<file path="config.mk">
export PLATFORM = sky130hd
export DESIGN_NAME = depw_ctrl
export DESIGN_NICKNAME = d
export VERILOG_FILES = /design/src/depw_pkg.sv /design/src/depw_ctrl.sv /design/src/depw_wr_timer.sv
export VERILOG_INCLUDE_DIRS = /design/src
export SDC_FILE = /design/constraint.sdc
export NUM_CORES = 1
export LEC_CHECK = 0
export BUFFER_PORTS_ARGS = -buffer_cell sky130_fd_sc_hd__buf_2
export CAP_MARGIN = 15
export CORE_MARGIN = 4
export CORE_UTILIZATION = 47
export CTS_CLUSTER_DIAMETER = 30
export DETAILED_ROUTE_END_ITERATION = 7
export HOLD_SLACK_MARGIN = 0.05
export PLACE_DENSITY = 0.73
export SKIP_CTS_REPAIR_TIMING = 1
export SLEW_MARGIN = 5
export SYNTH_ARGS = -nofsm -noshare
export SYNTH_HDL_FRONTEND = slang
export SYNTH_SLANG_ARGS = --single-unit
</file>
<file path="constraint.sdc">
create_clock -name ref_clk -period 2.6 [get_ports ref_clk]
set_input_delay 0.65 -clock ref_clk [delete_from_list [all_inputs] [get_ports ref_clk]]
set_output_delay 0.65 -clock ref_clk [all_outputs]
set_load 0.1 [all_outputs]
</file>
<file path="src/depw_map.svh">
/*
 Register map, field positions, reset values and timing counts
 for the data EEPROM page write controller.
 Assumes a 32-bit classic Wishbone bus with byte addresses.
*/
`ifndef DEPW_MAP_SVH
`define DEPW_MAP_SVH

// Register byte offsets
`define DEPW_OFS_CTRL 8'h00
`define DEPW_OFS_ADDR_LO 8'h04
`define DEPW_OFS_ADDR_HI 8'h08
`define DEPW_OFS_DATA 8'h0c
`define DEPW_OFS_PTR1H 8'h10
`define DEPW_OFS_PTR2H 8'h14
`define DEPW_OFS_IRQ 8'h18

// Control register fields
`define DEPW_CB_RD 0
`define DEPW_CB_READ_ENABLE_BIT 1
`define DEPW_CB_WR 2
`define DEPW_CB_WRITE_ENABLE_BIT 3
`define DEPW_CB_MODE 4
`define DEPW_CB_ER 5
`define DEPW_CB_EREN 6

// Interrupt register fields
`define DEPW_IB_GIE 0
`define DEPW_IB_DEE 1
`define DEPW_IB_MFE 2
`define DEPW_IB_DEF 3
`define DEPW_IB_MFF 4

// Reset values and sector holding the control register
`define DEPW_CTRL_RST 7'h00
`define DEPW_PTRH_RST 8'h00
`define DEPW_SECTOR_CTRL 8'h01
`define DEPW_OFS_LAST 4'hf

// Timing: 250 MHz clock, 1 us timer tick, write cycle time
`define DEPW_CLK_NS 4
`define DEPW_TICK_NS 1000
`define DEPW_TICK_CYC (`DEPW_TICK_NS / `DEPW_CLK_NS)
`define DEPW_WR_TIME_US 2000

`endif

</file>
<file path="src/depw_pkg.sv">
/*
 Types shared by the data EEPROM page write controller.
 Assumes depw_map.svh supplies the numeric constants.
*/
package depw_pkg;
    // Write sequencer states
    typedef enum logic [1:0] {
        DEPW_IDLE = 2'b00,
        DEPW_PROG = 2'b01,
        DEPW_WAIT = 2'b10
    } depw_state_t;
    typedef logic [7:0] depw_byte_t;
endpackage

</file>
<file path="src/depw_ctrl.sv">
/*
 Data EEPROM page write controller: Wishbone register slave, page
 buffer, activation guard, write sequencer and EEPROM interrupt flags.
 Assumes a synchronous array port that takes one byte per nv_we pulse.
*/
`timescale 1ns/10ps
`include "depw_map.svh"
module depw_ctrl #(
    parameter int WR_TIME_US = `DEPW_WR_TIME_US,
    parameter int TICK_CYC = `DEPW_TICK_CYC
) (
    // Clock and reset
    input wire logic ref_clk,
    input wire logic nrst,
    // Wishbone slave
    input wire logic wb_cyc_i,
    input wire logic wb_stb_i,
    input wire logic wb_we_i,
    input wire logic [7:0] wb_adr_i,
    input wire logic [3:0] wb_sel_i,
    input wire logic [31:0] wb_dat_i,
    output logic [31:0] wb_dat_o,
    output logic wb_ack_o,
    // Interrupt controller side
    input wire logic stack_full,
    input wire logic irq_service,
    output logic irq_vector_req,
    // EEPROM array program port
    output logic nv_we,
    output logic [10:0] nv_addr,
    output depw_pkg::depw_byte_t nv_wdata
);
    import depw_pkg::*;
    logic [6:0] eeprom_control_reg;
    logic [7:0] eeprom_addr_low_reg;
    logic [2:0] eeprom_addr_high_reg;
    logic [7:0] eeprom_data_reg;
    logic [7:0] pointer1_high_byte;
    logic [7:0] pointer2_high_byte;
    logic [4:0] irq_reg;
    depw_byte_t page_buf [16];
    logic [15:0] page_valid;
    logic page_full;
    logic write_enable_bit_q;
    logic armed;
    depw_state_t state;
    logic [3:0] walk_idx;
    logic tmr_start;
    logic tmr_busy;
    logic tmr_done;
    logic acc;
    logic wr;
    logic sector_ok;
    logic ctrl_wr;
    logic start_ok;
    logic busy;
    logic done;
    logic load;
    logic write_enable_bit_fall;
    logic [3:0] offset;
    logic [6:0] page_sel;
    logic [7:0] rd_val;
    // Byte-lane write to one register
    function automatic logic hit(input logic [7:0] ofs);
        return wr && (wb_adr_i == ofs);
    endfunction
    // Bus decode; a request is taken once, the ack cycle masks a repeat
    assign acc = wb_cyc_i && wb_stb_i && !wb_ack_o;
    assign wr = acc && wb_we_i && wb_sel_i[0];
    assign sector_ok = (pointer1_high_byte == `DEPW_SECTOR_CTRL) ||
                       (pointer2_high_byte == `DEPW_SECTOR_CTRL);
    assign ctrl_wr = hit(`DEPW_OFS_CTRL) && sector_ok;
    assign busy = (state != DEPW_IDLE);
    assign done = (state == DEPW_WAIT) && tmr_done;
    assign offset = eeprom_addr_low_reg[3:0];
    assign page_sel = {eeprom_addr_high_reg, eeprom_addr_low_reg[7:4]};
    assign write_enable_bit_fall = write_enable_bit_q && !eeprom_control_reg[`DEPW_CB_WRITE_ENABLE_BIT];
    // Start needs enable set in the previous access and an idle sequencer
    assign start_ok = ctrl_wr && wb_dat_i[`DEPW_CB_WR] &&
                      eeprom_control_reg[`DEPW_CB_WRITE_ENABLE_BIT] && armed && !busy;
    // Page loads: mode high, not full, not busy
    assign load = hit(`DEPW_OFS_DATA) && eeprom_control_reg[`DEPW_CB_MODE] &&
                  !page_full && !busy;
    // Bus answer one cycle after the request, read data registered with it
    always_ff @(posedge ref_clk or negedge nrst) begin
        if (!nrst) begin
            wb_ack_o <= 1'b0;
            wb_dat_o <= 32'h0000_0000;
        end else begin
            wb_ack_o <= acc;
            wb_dat_o <= {24'h00_0000, rd_val};
        end
    end
    // Read mux; control reads zero outside sector one, unmapped reads zero
    always_comb begin
        rd_val = 8'h00;
        case (wb_adr_i)
            `DEPW_OFS_CTRL: rd_val = sector_ok ? {1'b0, eeprom_control_reg} : 8'h00;
            `DEPW_OFS_ADDR_LO: rd_val = eeprom_addr_low_reg;
            `DEPW_OFS_ADDR_HI: rd_val = {5'h00, eeprom_addr_high_reg};
            `DEPW_OFS_DATA: rd_val = eeprom_data_reg;
            `DEPW_OFS_PTR1H: rd_val = pointer1_high_byte;
            `DEPW_OFS_PTR2H: rd_val = pointer2_high_byte;
            `DEPW_OFS_IRQ: rd_val = {3'h0, irq_reg};
            default: rd_val = 8'h00;
        endcase
    end
    // Control register; hardware end-of-cycle clear overrides software
    always_ff @(posedge ref_clk or negedge nrst) begin
        if (!nrst) begin
            eeprom_control_reg <= `DEPW_CTRL_RST;
        end else begin
            if (ctrl_wr) begin
                eeprom_control_reg[`DEPW_CB_RD] <= wb_dat_i[`DEPW_CB_RD];
                eeprom_control_reg[`DEPW_CB_READ_ENABLE_BIT] <= wb_dat_i[`DEPW_CB_READ_ENABLE_BIT];
                eeprom_control_reg[`DEPW_CB_MODE] <= wb_dat_i[`DEPW_CB_MODE];
                eeprom_control_reg[`DEPW_CB_ER] <= wb_dat_i[`DEPW_CB_ER];
                eeprom_control_reg[`DEPW_CB_EREN] <= wb_dat_i[`DEPW_CB_EREN];
                if (!busy) begin
                    eeprom_control_reg[`DEPW_CB_WRITE_ENABLE_BIT] <= wb_dat_i[`DEPW_CB_WRITE_ENABLE_BIT];
                    eeprom_control_reg[`DEPW_CB_WR] <= start_ok;
                end
            end
            if (done) begin
                eeprom_control_reg[`DEPW_CB_WR] <= 1'b0;
                eeprom_control_reg[`DEPW_CB_WRITE_ENABLE_BIT] <= 1'b0;
            end
        end
    end
    // Arming: only the access right after a lone enable-set may start
    always_ff @(posedge ref_clk or negedge nrst) begin
        if (!nrst) begin
            armed <= 1'b0;
        end else if (acc) begin
            armed <= ctrl_wr && wb_dat_i[`DEPW_CB_WRITE_ENABLE_BIT] && !wb_dat_i[`DEPW_CB_WR] &&
                     !eeprom_control_reg[`DEPW_CB_WRITE_ENABLE_BIT] && !busy;
        end
    end
    // Enable history for the falling-edge buffer clear
    always_ff @(posedge ref_clk or negedge nrst) begin
        if (!nrst) begin
            write_enable_bit_q <= 1'b0;
        end else begin
            write_enable_bit_q <= eeprom_control_reg[`DEPW_CB_WRITE_ENABLE_BIT];
        end
    end
    // Address registers; offset advances in hardware, page never does
    always_ff @(posedge ref_clk or negedge nrst) begin
        if (!nrst) begin
            eeprom_addr_low_reg <= 8'h00;
            eeprom_addr_high_reg <= 3'h0;
        end else begin
            if (hit(`DEPW_OFS_ADDR_LO) && !busy) begin
                eeprom_addr_low_reg <= wb_dat_i[7:0];
            end else if (load && offset != `DEPW_OFS_LAST) begin
                eeprom_addr_low_reg[3:0] <= 4'(offset + 4'h1);
            end
            if (hit(`DEPW_OFS_ADDR_HI) && !busy) begin
                eeprom_addr_high_reg <= wb_dat_i[2:0];
            end
        end
    end
    // Data register holds the last byte written for byte mode
    always_ff @(posedge ref_clk or negedge nrst) begin
        if (!nrst) begin
            eeprom_data_reg <= 8'h00;
        end else if (hit(`DEPW_OFS_DATA) && !busy) begin
            eeprom_data_reg <= wb_dat_i[7:0];
        end
    end
    // Pointer high bytes start in sector zero to fence off control
    always_ff @(posedge ref_clk or negedge nrst) begin
        if (!nrst) begin
            pointer1_high_byte <= `DEPW_PTRH_RST;
            pointer2_high_byte <= `DEPW_PTRH_RST;
        end else begin
            if (hit(`DEPW_OFS_PTR1H)) begin
                pointer1_high_byte <= wb_dat_i[7:0];
            end
            if (hit(`DEPW_OFS_PTR2H)) begin
                pointer2_high_byte <= wb_dat_i[7:0];
            end
        end
    end
    // Page buffer; the byte at 0FH is taken once, then the buffer is full
    always_ff @(posedge ref_clk or negedge nrst) begin
        if (!nrst) begin
            page_valid <= 16'h0000;
            page_full <= 1'b0;
            for (int i = 0; i < 16; i++) begin
                page_buf[i] <= 8'h00;
            end
        end else if (write_enable_bit_fall) begin
            page_valid <= 16'h0000;
            page_full <= 1'b0;
            for (int i = 0; i < 16; i++) begin
                page_buf[i] <= 8'h00;
            end
        end else begin
            if (hit(`DEPW_OFS_ADDR_LO) && !busy) begin
                page_full <= 1'b0;
            end
            if (load) begin
                page_buf[offset] <= wb_dat_i[7:0];
                page_valid[offset] <= 1'b1;
                if (offset == `DEPW_OFS_LAST) begin
                    page_full <= 1'b1;
                end
            end
        end
    end
    // Sequencer: walk buffer into the array, then wait on the timer
    always_ff @(posedge ref_clk or negedge nrst) begin
        if (!nrst) begin
            state <= DEPW_IDLE;
            walk_idx <= 4'h0;
            tmr_start <= 1'b0;
        end else begin
            tmr_start <= 1'b0;
            case (state)
                DEPW_IDLE: begin
                    walk_idx <= 4'h0;
                    if (start_ok) begin
                        state <= DEPW_PROG;
                    end
                end
                DEPW_PROG: begin
                    walk_idx <= 4'(walk_idx + 4'h1);
                    if (!eeprom_control_reg[`DEPW_CB_MODE] || walk_idx == `DEPW_OFS_LAST) begin
                        state <= DEPW_WAIT;
                        tmr_start <= 1'b1;
                    end
                end
                DEPW_WAIT: begin
                    if (tmr_done) begin
                        state <= DEPW_IDLE;
                    end
                end
                default: begin
                    state <= DEPW_IDLE;
                end
            endcase
        end
    end
    // Array port: every loaded slot in page mode, one byte otherwise
    always_ff @(posedge ref_clk or negedge nrst) begin
        if (!nrst) begin
            nv_we <= 1'b0;
            nv_addr <= 11'h000;
            nv_wdata <= 8'h00;
        end else if (state == DEPW_PROG && eeprom_control_reg[`DEPW_CB_MODE]) begin
            nv_we <= page_valid[walk_idx];
            nv_addr <= {page_sel, walk_idx};
            nv_wdata <= page_buf[walk_idx];
        end else if (state == DEPW_PROG) begin
            nv_we <= 1'b1;
            nv_addr <= {page_sel, offset};
            nv_wdata <= eeprom_data_reg;
        end else begin
            nv_we <= 1'b0;
        end
    end
    // Interrupt flags: set wins over a clear in the same cycle
    always_ff @(posedge ref_clk or negedge nrst) begin
        if (!nrst) begin
            irq_reg <= 5'h00;
        end else begin
            if (hit(`DEPW_OFS_IRQ)) begin
                irq_reg[`DEPW_IB_GIE] <= wb_dat_i[`DEPW_IB_GIE];
                irq_reg[`DEPW_IB_DEE] <= wb_dat_i[`DEPW_IB_DEE];
                irq_reg[`DEPW_IB_MFE] <= wb_dat_i[`DEPW_IB_MFE];
                if (!wb_dat_i[`DEPW_IB_DEF]) begin
                    irq_reg[`DEPW_IB_DEF] <= 1'b0;
                end
                if (!wb_dat_i[`DEPW_IB_MFF]) begin
                    irq_reg[`DEPW_IB_MFF] <= 1'b0;
                end
            end
            if (irq_service) begin
                irq_reg[`DEPW_IB_MFF] <= 1'b0;
            end
            if (done) begin
                irq_reg[`DEPW_IB_DEF] <= 1'b1;
                irq_reg[`DEPW_IB_MFF] <= 1'b1;
            end
        end
    end
    // Vector request, registered so the output comes from a flop
    always_ff @(posedge ref_clk or negedge nrst) begin
        if (!nrst) begin
            irq_vector_req <= 1'b0;
        end else begin
            irq_vector_req <= irq_reg[`DEPW_IB_GIE] && irq_reg[`DEPW_IB_DEE] &&
                              irq_reg[`DEPW_IB_MFE] && irq_reg[`DEPW_IB_MFF] &&
                              !stack_full;
        end
    end
    depw_wr_timer #(
        .DIV_CYC(TICK_CYC),
        .TICKS(WR_TIME_US)
    ) u_timer (
        .ref_clk(ref_clk),
        .nrst(nrst),
        .start(tmr_start),
        .busy(tmr_busy),
        .done(tmr_done)
    );
endmodule

</file>
<file path="src/depw_wr_timer.sv">
/*
 Self-timed write cycle timer for the EEPROM controller.
 Assumes one start pulse per cycle, taken only while idle.
*/
`timescale 1ns/10ps
`include "depw_map.svh"

module depw_wr_timer #(
    parameter int DIV_CYC = `DEPW_TICK_CYC,
    parameter int TICKS = `DEPW_WR_TIME_US
) (
    // Clock and reset
    input wire logic ref_clk,
    input wire logic nrst,
    // Control
    input wire logic start,
    output logic busy,
    output logic done
);
    logic [15:0] div_cnt;
    logic [15:0] tick_cnt;
    logic tick;

    // Free running divider: the cycle time runs apart from bus timing
    always_ff @(posedge ref_clk or negedge nrst) begin
        if (!nrst) begin
            div_cnt <= 16'h0000;
            tick <= 1'b0;
        end else if (div_cnt == 16'(DIV_CYC - 1)) begin
            div_cnt <= 16'h0000;
            tick <= 1'b1;
        end else begin
            div_cnt <= 16'(div_cnt + 16'h0001);
            tick <= 1'b0;
        end
    end

    // Tick counter; start may land mid-tick, so time is at least TICKS-1 ticks
    always_ff @(posedge ref_clk or negedge nrst) begin
        if (!nrst) begin
            busy <= 1'b0;
            done <= 1'b0;
            tick_cnt <= 16'h0000;
        end else begin
            done <= 1'b0;
            if (start && !busy) begin
                busy <= 1'b1;
                tick_cnt <= 16'h0000;
            end else if (busy && tick) begin
                if (tick_cnt == 16'(TICKS - 1)) begin
                    busy <= 1'b0;
                    done <= 1'b1;
                end else begin
                    tick_cnt <= 16'(tick_cnt + 16'h0001);
                end
            end
        end
    end
endmodule

</file>
==> key figures, run 1 <==
STA
  • Setup violators final: 0
  • Final-report max-slew violation count: 0
  • Min Tclk post-route: 2.30 ns
  • Slew margin rel.: between 30 and 40%
  • F_max: around 430 MHz
  • Period utilization: a little under 90%
  • Clk_skew: 0.0287 ns
  • Final hold vios: 0
  • Worst slew pin tran: approximately 0.91 ns
  • RSZ-0062 raised after global routing: no
  • Setup TNS: 0 ns

Yosys
  • Mux cell area share after synthesis: 13.1%
  • Synth Area in Compound Gates: ~14%
  • Cells after Synth: ~1300
  • Post-Synth XOR/XNOR Area: around 1.2%
  • Post-synthesis simple-gate area fraction: between 10% and 20%
  • Top post-synthesis cells by area: dfrtp_1 49%, mux2i_1 5.0%, a21oi_1 4.7%
  • Distinct cells, synth: 75
  • Number of synthesized flops with an enable pin: 0
  • Synth warnings: 0
  • Syn Std Cell Area: approximately 14000 um^2
  • Primary FF master, synth: dfrtp_1
  • Register area share after synthesis: 48.9%
  • Top-area cell type share of the netlist area: between 40% and 50%
  • Top cell type by total area after synthesis: dfrtp_1
  • Synthesized area per cell: 10.4 um^2
  • Synthesized-area fraction occupied by adder cells: less than 1%
  • Async set or reset register ratio after synthesis: between 90% and 100%
  • #FFs+latches synth: 266
  • Combinational family with the most area after synthesis: simple AND/OR/NAND/NOR gates

GRT
  • Tot GR Track Use: roughly a quarter
  • Overflow after GRT: 0
  • Largest net degree at the start of global routing: 71
  • First-pass GRT wire length: ~64000 um
  • Number of global-route vias before repair: around 12000
  • Initial antenna violation count: 0

Outcome
  • Status: complete, no violations

Critical path
  • CP Data Required Time: about 3 ns
  • Critical Path End Type: flop
  • Startpoint Class: flop
  • R2r startpoint: state[1]$_DFFE_PN0P_
  • Crit path DAT: approximately 2.7 ns
  • Critical Path Source: state[1]$_DFFE_PN0P_
  • Critical path class: reg -> reg
  • Worst Path Max Fanout: 12

Floorplanning
  • Initial Util: 47.5%
  • Core box area: between 20000 and 30000 um^2
  • Die ar.: roughly 32000 um^2
  • Die X: approximately 180 um
  • Cell row count: 62
  • Boundary Pins: 105
  • Die height: about 180 um

Clocking
  • Clk_lat worst skew: ~0.57 ns
  • Clk buf depth: 3
  • CTS Sinks: around 270
  • TritonCTS Buffers: between 50 and 60
  • Clock Tree Root: clkbuf_16
  • CTS tree: done
  • Clk pin slew, worst setup/hold paths: 0.05 ns
  • Clock H-tree levels: 2

Drt
  • Post-Route WL: ~40000 um
  • Post-route ant nets: 0
  • Via-to-Cell Ratio: just over 6
  • First-pass DRT Iterations: 5
  • DRC: 0
  • Per-cell routed wire length: around 22 um
  • Vias post-DR: 11345
  • Drt first-iter violations: approximately 1400

Finish
  • Share of post-route cells with drive strength above 1: ~23%
  • Register with the most flip-flops: page_buf
  • Most frequent cells in the layout: 265 x dfrtp_1, 127 x a21oi_1, 120 x nand3_1
  • Area Growth Syn to Fin: 21.6%
  • FF/Latch Area: between 6000 and 7000 um^2
  • Diode count: 0
  • Multi-input logic area: roughly 6300 um^2
  • Fillcell total: between 2000 and 2500
  • Most common cell after layout, fill and taps aside: dfrtp_1
  • Max reg flops: roughly 130
  • Nets@finish: approximately 1500
  • Design area: between 15000 and 20000 um^2

Job
  • MaxCap Viol Count: 0

Power
  • Clock power share: ~61%
  • Leakage: ~7.5 nW
  • Logic pwr share: under 10%
  • Pwr per Cell Area: 710 nW/um^2
  • Peak supply drop: about 0.00063 V
  • Reg power frac: 35.5%
  • Sw Pwr: 2.80 mW
  • Switching part of the total: 23.8%
  • Internal power: 8.95 mW

Placed design
  • DP Wirelength: 25300 um
  • DP Area: 14600 um^2
  • Buffers on Ports: 53
  • Routability congestion estimate: between 0.8 and 0.9

Min path
  • Hold Path Class: in -> async
==> cell type report <==
cell class / count / share of cell area (%)
clock buffers: 67 / 9.26
clock inverters: 37 / 2.37
inverters: 14 / 0.318
multi-input cells: 919 / 38.3
flip-flops and latches: 266 / 40.2
well taps: 384 / 2.90
repair buffers: 135 / 6.59
==> routing by layer <==
layer | up-vias | GRT usage (%) | wire [um]
met1 | 5617 | 34.6 | 16100
met2 | 622 | 39.0 | 18200
li1 | 4951 | - | -
met3 | 155 | 4.79 | 3470
met4 | 0 | 12.9 | 2040
met5 | - | 0 | 0
==> stage by stage <==
step                instances  power [mW]  util (%)  hold slack [ns]  worst slack (ns)
finish                   1822        11.7      57.8           0.0545             0.295
global route             1822        12.1      57.8           0.0895             0.208
CTS                      1822        11.8      57.8           0.0746             0.349
detailed placement       1718        4.70      51.1            0.461            0.0259
global placement         1718        4.69      51.1            0.457            0.0129
floorplan                1330        4.53         -            0.354             0.266
==> worst max-delay path, stage by stage (launching register included) <==
cell	delay, ns
dfrtp_1	0.53
nor4bb_1	0.51
nand2_1	0.28
nor2_1	0.46
mux2_2	0.39
==> path summary, 6_finish.rpt <==
path / to / slack [ns] / depth (start not counted)
min in group ref_clk: irq_vector_req$_DFF_PN0_ / 0.24 / 2
max: eeprom_addr_low_reg[4]$_DFFE_PN0P_ / 0.30 / 4
max in group asynchronous: u_timer.div_cnt[0]$_DFF_PN0_ / 1.84 / 2
min: u_timer.tick_cnt[4]$_DFFE_PN0P_ / 0.05 / 1
max reg2reg: eeprom_addr_low_reg[4]$_DFFE_PN0P_ / 0.30 / 4
min reg2reg: nv_addr[2]$_DFFE_PN0P_ / 0.47 / 2
==> cells in the mapped netlist, types with 14 or more instances <==
| cell | instances |
|---|---|
| dfrtp_1 | 266 |
| buf_2 | 35 |
| mux4_2 | 27 |
| nand4_1 | 23 |
| nor3_1 | 15 |
| o21ai_0 | 108 |
| inv_1 | 14 |
| nand2_1 | 110 |
| a21oi_1 | 127 |
| buf_4 | 26 |
| mux2i_1 | 68 |
| nor2_1 | 42 |
| a22oi_1 | 17 |
| mux2_2 | 33 |
| clkbuf_1 | 60 |
| nand3_1 | 120 |
==> power groups by stage <==
stage / logic, mW / registers [mW] / clock network (mW)
6_report: 0.467 / 4.17 / 7.11
3_5_place_dp: 0.463 / 4.24 / 0
2_1_floorplan: 0.287 / 4.25 / 0
3_3_place_gp: 0.458 / 4.24 / 0
4_1_cts: 0.465 / 4.17 / 7.19
5_1_grt: 0.496 / 4.17 / 7.43
==> cell families (layout without fill, tap and decap cells) <==
| group | Yosys count | in the layout |
|---|---|---|
| fa+ha+maj | 8 | 8 |
| compound gates | 321 | 321 |
| xor+xnor | 18 | 18 |
| buf+inv | 145 | 253 |
| other cells | 1 | 24 |
| flops | 266 | 266 |
| simple gates | 409 | 409 |
| mux | 139 | 139 |
Note: power is estimated with default switching activity, not from simulation.
==> inputs of run 2 (changes only) <==
ABC_AREA = 1   (was default)
GPL_ROUTABILITY_DRIVEN = 0   (was default)
==> run 2 against run 1 <==
  * Clock power is 7.0% higher
  * Hold slack better by 0.20 ns
  * Cell area is 2.3% lower
==> key figures, run 2 <==
GRT
  • Initial antenna violation count: 0
  • First-pass GRT wire length: roughly 59000 um
  • Number of global-route vias before repair: 11703
  • Largest net degree at the start of global routing: 129
  • Overflow after GRT: 0
  • Tot GR Track Use: a little under a quarter

Clocking
  • CTS tree: done
  • Clock Tree Root: clkbuf_16
  • TritonCTS Buffers: 56
  • Clk_lat worst skew: roughly 0.55 ns
  • CTS Sinks: 266
  • Clk pin slew, worst setup/hold paths: 0.05 ns
  • Clock H-tree levels: 2
  • Clk buf depth: 3

Floorplanning
  • Die X: ~180 um
  • Initial Util: between 40 and 50%
  • Boundary Pins: around 110
  • Die ar.: between 30000 and 40000 um^2
  • Die height: about 180 um
  • Core box area: around 28000 um^2
  • Cell row count: between 60 and 70

Yosys
  • Synth warnings: 0
  • Async set or reset register ratio after synthesis: 100%
  • Primary FF master, synth: dfrtp_1
  • Most common cell in the netlist: nand2_1
  • Register area share after synthesis: about 50%
  • Number of synthesized flops with an enable pin: 0
  • Top cell type by total area after synthesis: dfrtp_1
  • Top-area cell type share of the netlist area: roughly 50%
  • Syn Std Cell Area: between 10000 and 15000 um^2
  • Cells after Synth: around 1800
  • Top post-synthesis cells by area: dfrtp_1 50%, nand2_1 18%, nand3_1 10%
  • #FFs+latches synth: between 200 and 300
  • Distinct cells, synth: 39
  • Synth top cells by count: 636 x nand2_1, 275 x nand3_1, 266 x dfrtp_1
  • Synthesized area per cell: around 7.7 um^2

Power
  • Pwr per Cell Area: between 700 and 800 nW/um^2
  • Switching part of the total: a little over a fifth
  • Leakage: a little over 8 nW
  • Peak supply drop: 0.000536 V
  • Reg power frac: approximately a third
  • Clock power share: between 60% and 70%
  • Internal power: between 9 and 10 mW
  • Logic pwr share: under 10%
  • Sw Pwr: between 2 and 3 mW

Drt
  • Vias post-DR: 12137
  • DRC: 0
  • Drt first-iter violations: about 1200
  • First-pass DRT Iterations: 6
  • Via-to-Cell Ratio: 5.41
  • Post-Route WL: 36200 um
  • Post-route ant nets: 0
  • Per-cell routed wire length: 16.1 um

Finish
  • Most common cell after layout, fill and taps aside: nand2_1
  • Share of post-route cells with drive strength above 1: 12.6%
  • FF/Latch Area: around 6700 um^2
  • Diode count: 0
  • Max reg flops: 128
  • Fillcell total: 2454
  • Multi-input logic area: just under 6000 um^2
  • Register with the most flip-flops: page_buf
  • Most frequent cells in the layout: 635 x nand2_1, 275 x nand3_1, 265 x dfrtp_1
  • Nets@finish: between 1500 and 2000
  • Layout Utilization: between 50% and 60%
  • Area Growth Syn to Fin: 20.3%
  • Final non-filler cell total: between 2000 and 2500

STA
  • Clk_skew: 0.0196 ns
  • Setup violators final: 0
  • Slew margin rel.: between 40 and 50%
  • Worst slew pin tran: roughly 0.86 ns
  • Min Tclk post-route: ~2.1 ns
  • Period utilization: 82.5%
  • Setup TNS: 0 ns
  • RSZ-0062 raised after global routing: no
  • Final-report max-slew violation count: 0
  • F_max: about 470 MHz
  • Final hold vios: 0

Critical path
  • Crit path DAT: 2.57 ns
  • Reg2Reg Setup Slack: roughly 0.45 ns
  • Worst R2R Path Depth: 5
  • Critical Path End Type: flop
  • CP Data Required Time: a little over 3 ns
  • Critical Path Source: page_full$_DFF_PN0_
  • Reg2reg end: page_buf[119]$_DFFE_PN0P_
  • R2r startpoint: page_full$_DFF_PN0_
  • Worst Path Max Fanout: 14
  • Critical path class: reg -> reg
  • Startpoint Class: flop
  • Worst Setup EP: page_buf[119]$_DFFE_PN0P_

Placed design
  • Dpl cells: ~2100
  • Buffers on Ports: 53
  • DP Wirelength: about 23000 um

Outcome
  • Status: complete, no violations

Job
  • MaxCap Viol Count: 0

Min path
  • Hold Path Class: in -> reg
## run 2: metrics by stage
| stage | worst slack [ns] | instance area, um^2 | hold WS, ns | power, mW |
|---|---|---|---|---|
| after CTS | 0.429 | 16200 | 0.0253 | 12.2 |
| final | 0.455 | 16200 | 0.251 | 12.1 |
| after detailed placement | 0.279 | 14100 | 0.454 | 4.59 |
| after floorplan | 0.612 | 13500 | 0.354 | 4.46 |
| after global routing | 0.275 | 16200 | 0.246 | 12.5 |
| after global placement | 0.309 | 14100 | 0.449 | 4.59 |
## run 2: logic make-up (layout without fill, tap and decap cells)
family	after synthesis	count (layout)	synth area share, %
simple gates	1087	1087	35.7
flops	266	266	49.5
buf+inv	233	325	7.62
compound gates	141	141	5.46
xor+xnor	15	15	0.977
fa+ha+maj	8	8	0.745
other cells	1	24	0.0279
## run 2: layout make-up
| type | count | share of cell area (%) |
|---|---|---|
| timing repair buffer | 88 | 3.81 |
| clock buffer | 69 | 9.60 |
| clock inverter | 32 | 3.03 |
| multi-input combinational | 1275 | 36.2 |
| tap | 378 | 2.93 |
| sequential | 266 | 41.2 |
| inverter | 136 | 3.23 |
## run 2: worst min path at each step
stage                      startpoint                        to  slack (ns)  cells after the start
2_1_floorplan                    nrst         armed$_DFFE_PN0N_        0.35                      0
3_3_place_gp   nv_addr[9]$_DFFE_PN0P_    nv_addr[9]$_DFFE_PN0P_        0.45                      2
3_5_place_dp   nv_addr[9]$_DFFE_PN0P_    nv_addr[9]$_DFFE_PN0P_        0.45                      2
4_1_cts                          nrst   page_buf[5]$_DFFE_PN0P_        0.03                      1
5_1_grt                    stack_full  irq_vector_req$_DFF_PN0_        0.25                      2
6_report                   stack_full  irq_vector_req$_DFF_PN0_        0.25                      2
## run 2: worst max-delay path, cell delays in order, from the launching register on
cell and delay, ns:
dfrtp_1 0.37, clkinv_1 0.69, nand4_2 0.65, inv_2 0.16, nand2_1 0.09, nand2_1 0.05
## run 2: power groups by stage
stage / Combinational [mW] / Clock, mW / Sequential, mW
CTS: 0.372 / 7.70 / 4.16
detailed placement: 0.371 / 0 / 4.22
global placement: 0.367 / 0 / 4.22
finish: 0.370 / 7.61 / 4.16
floorplan: 0.226 / 0 / 4.23
global route: 0.398 / 7.93 / 4.15
## run 2: routing by layer
metal  track usage (%)  wire length (um)  vias up
met1              31.2             15300     5803
met3              4.06              2810       83
met5                 0                 0        -
met4              8.09               949        0
met2              37.7             17100      496
li1                  -                 -     5755
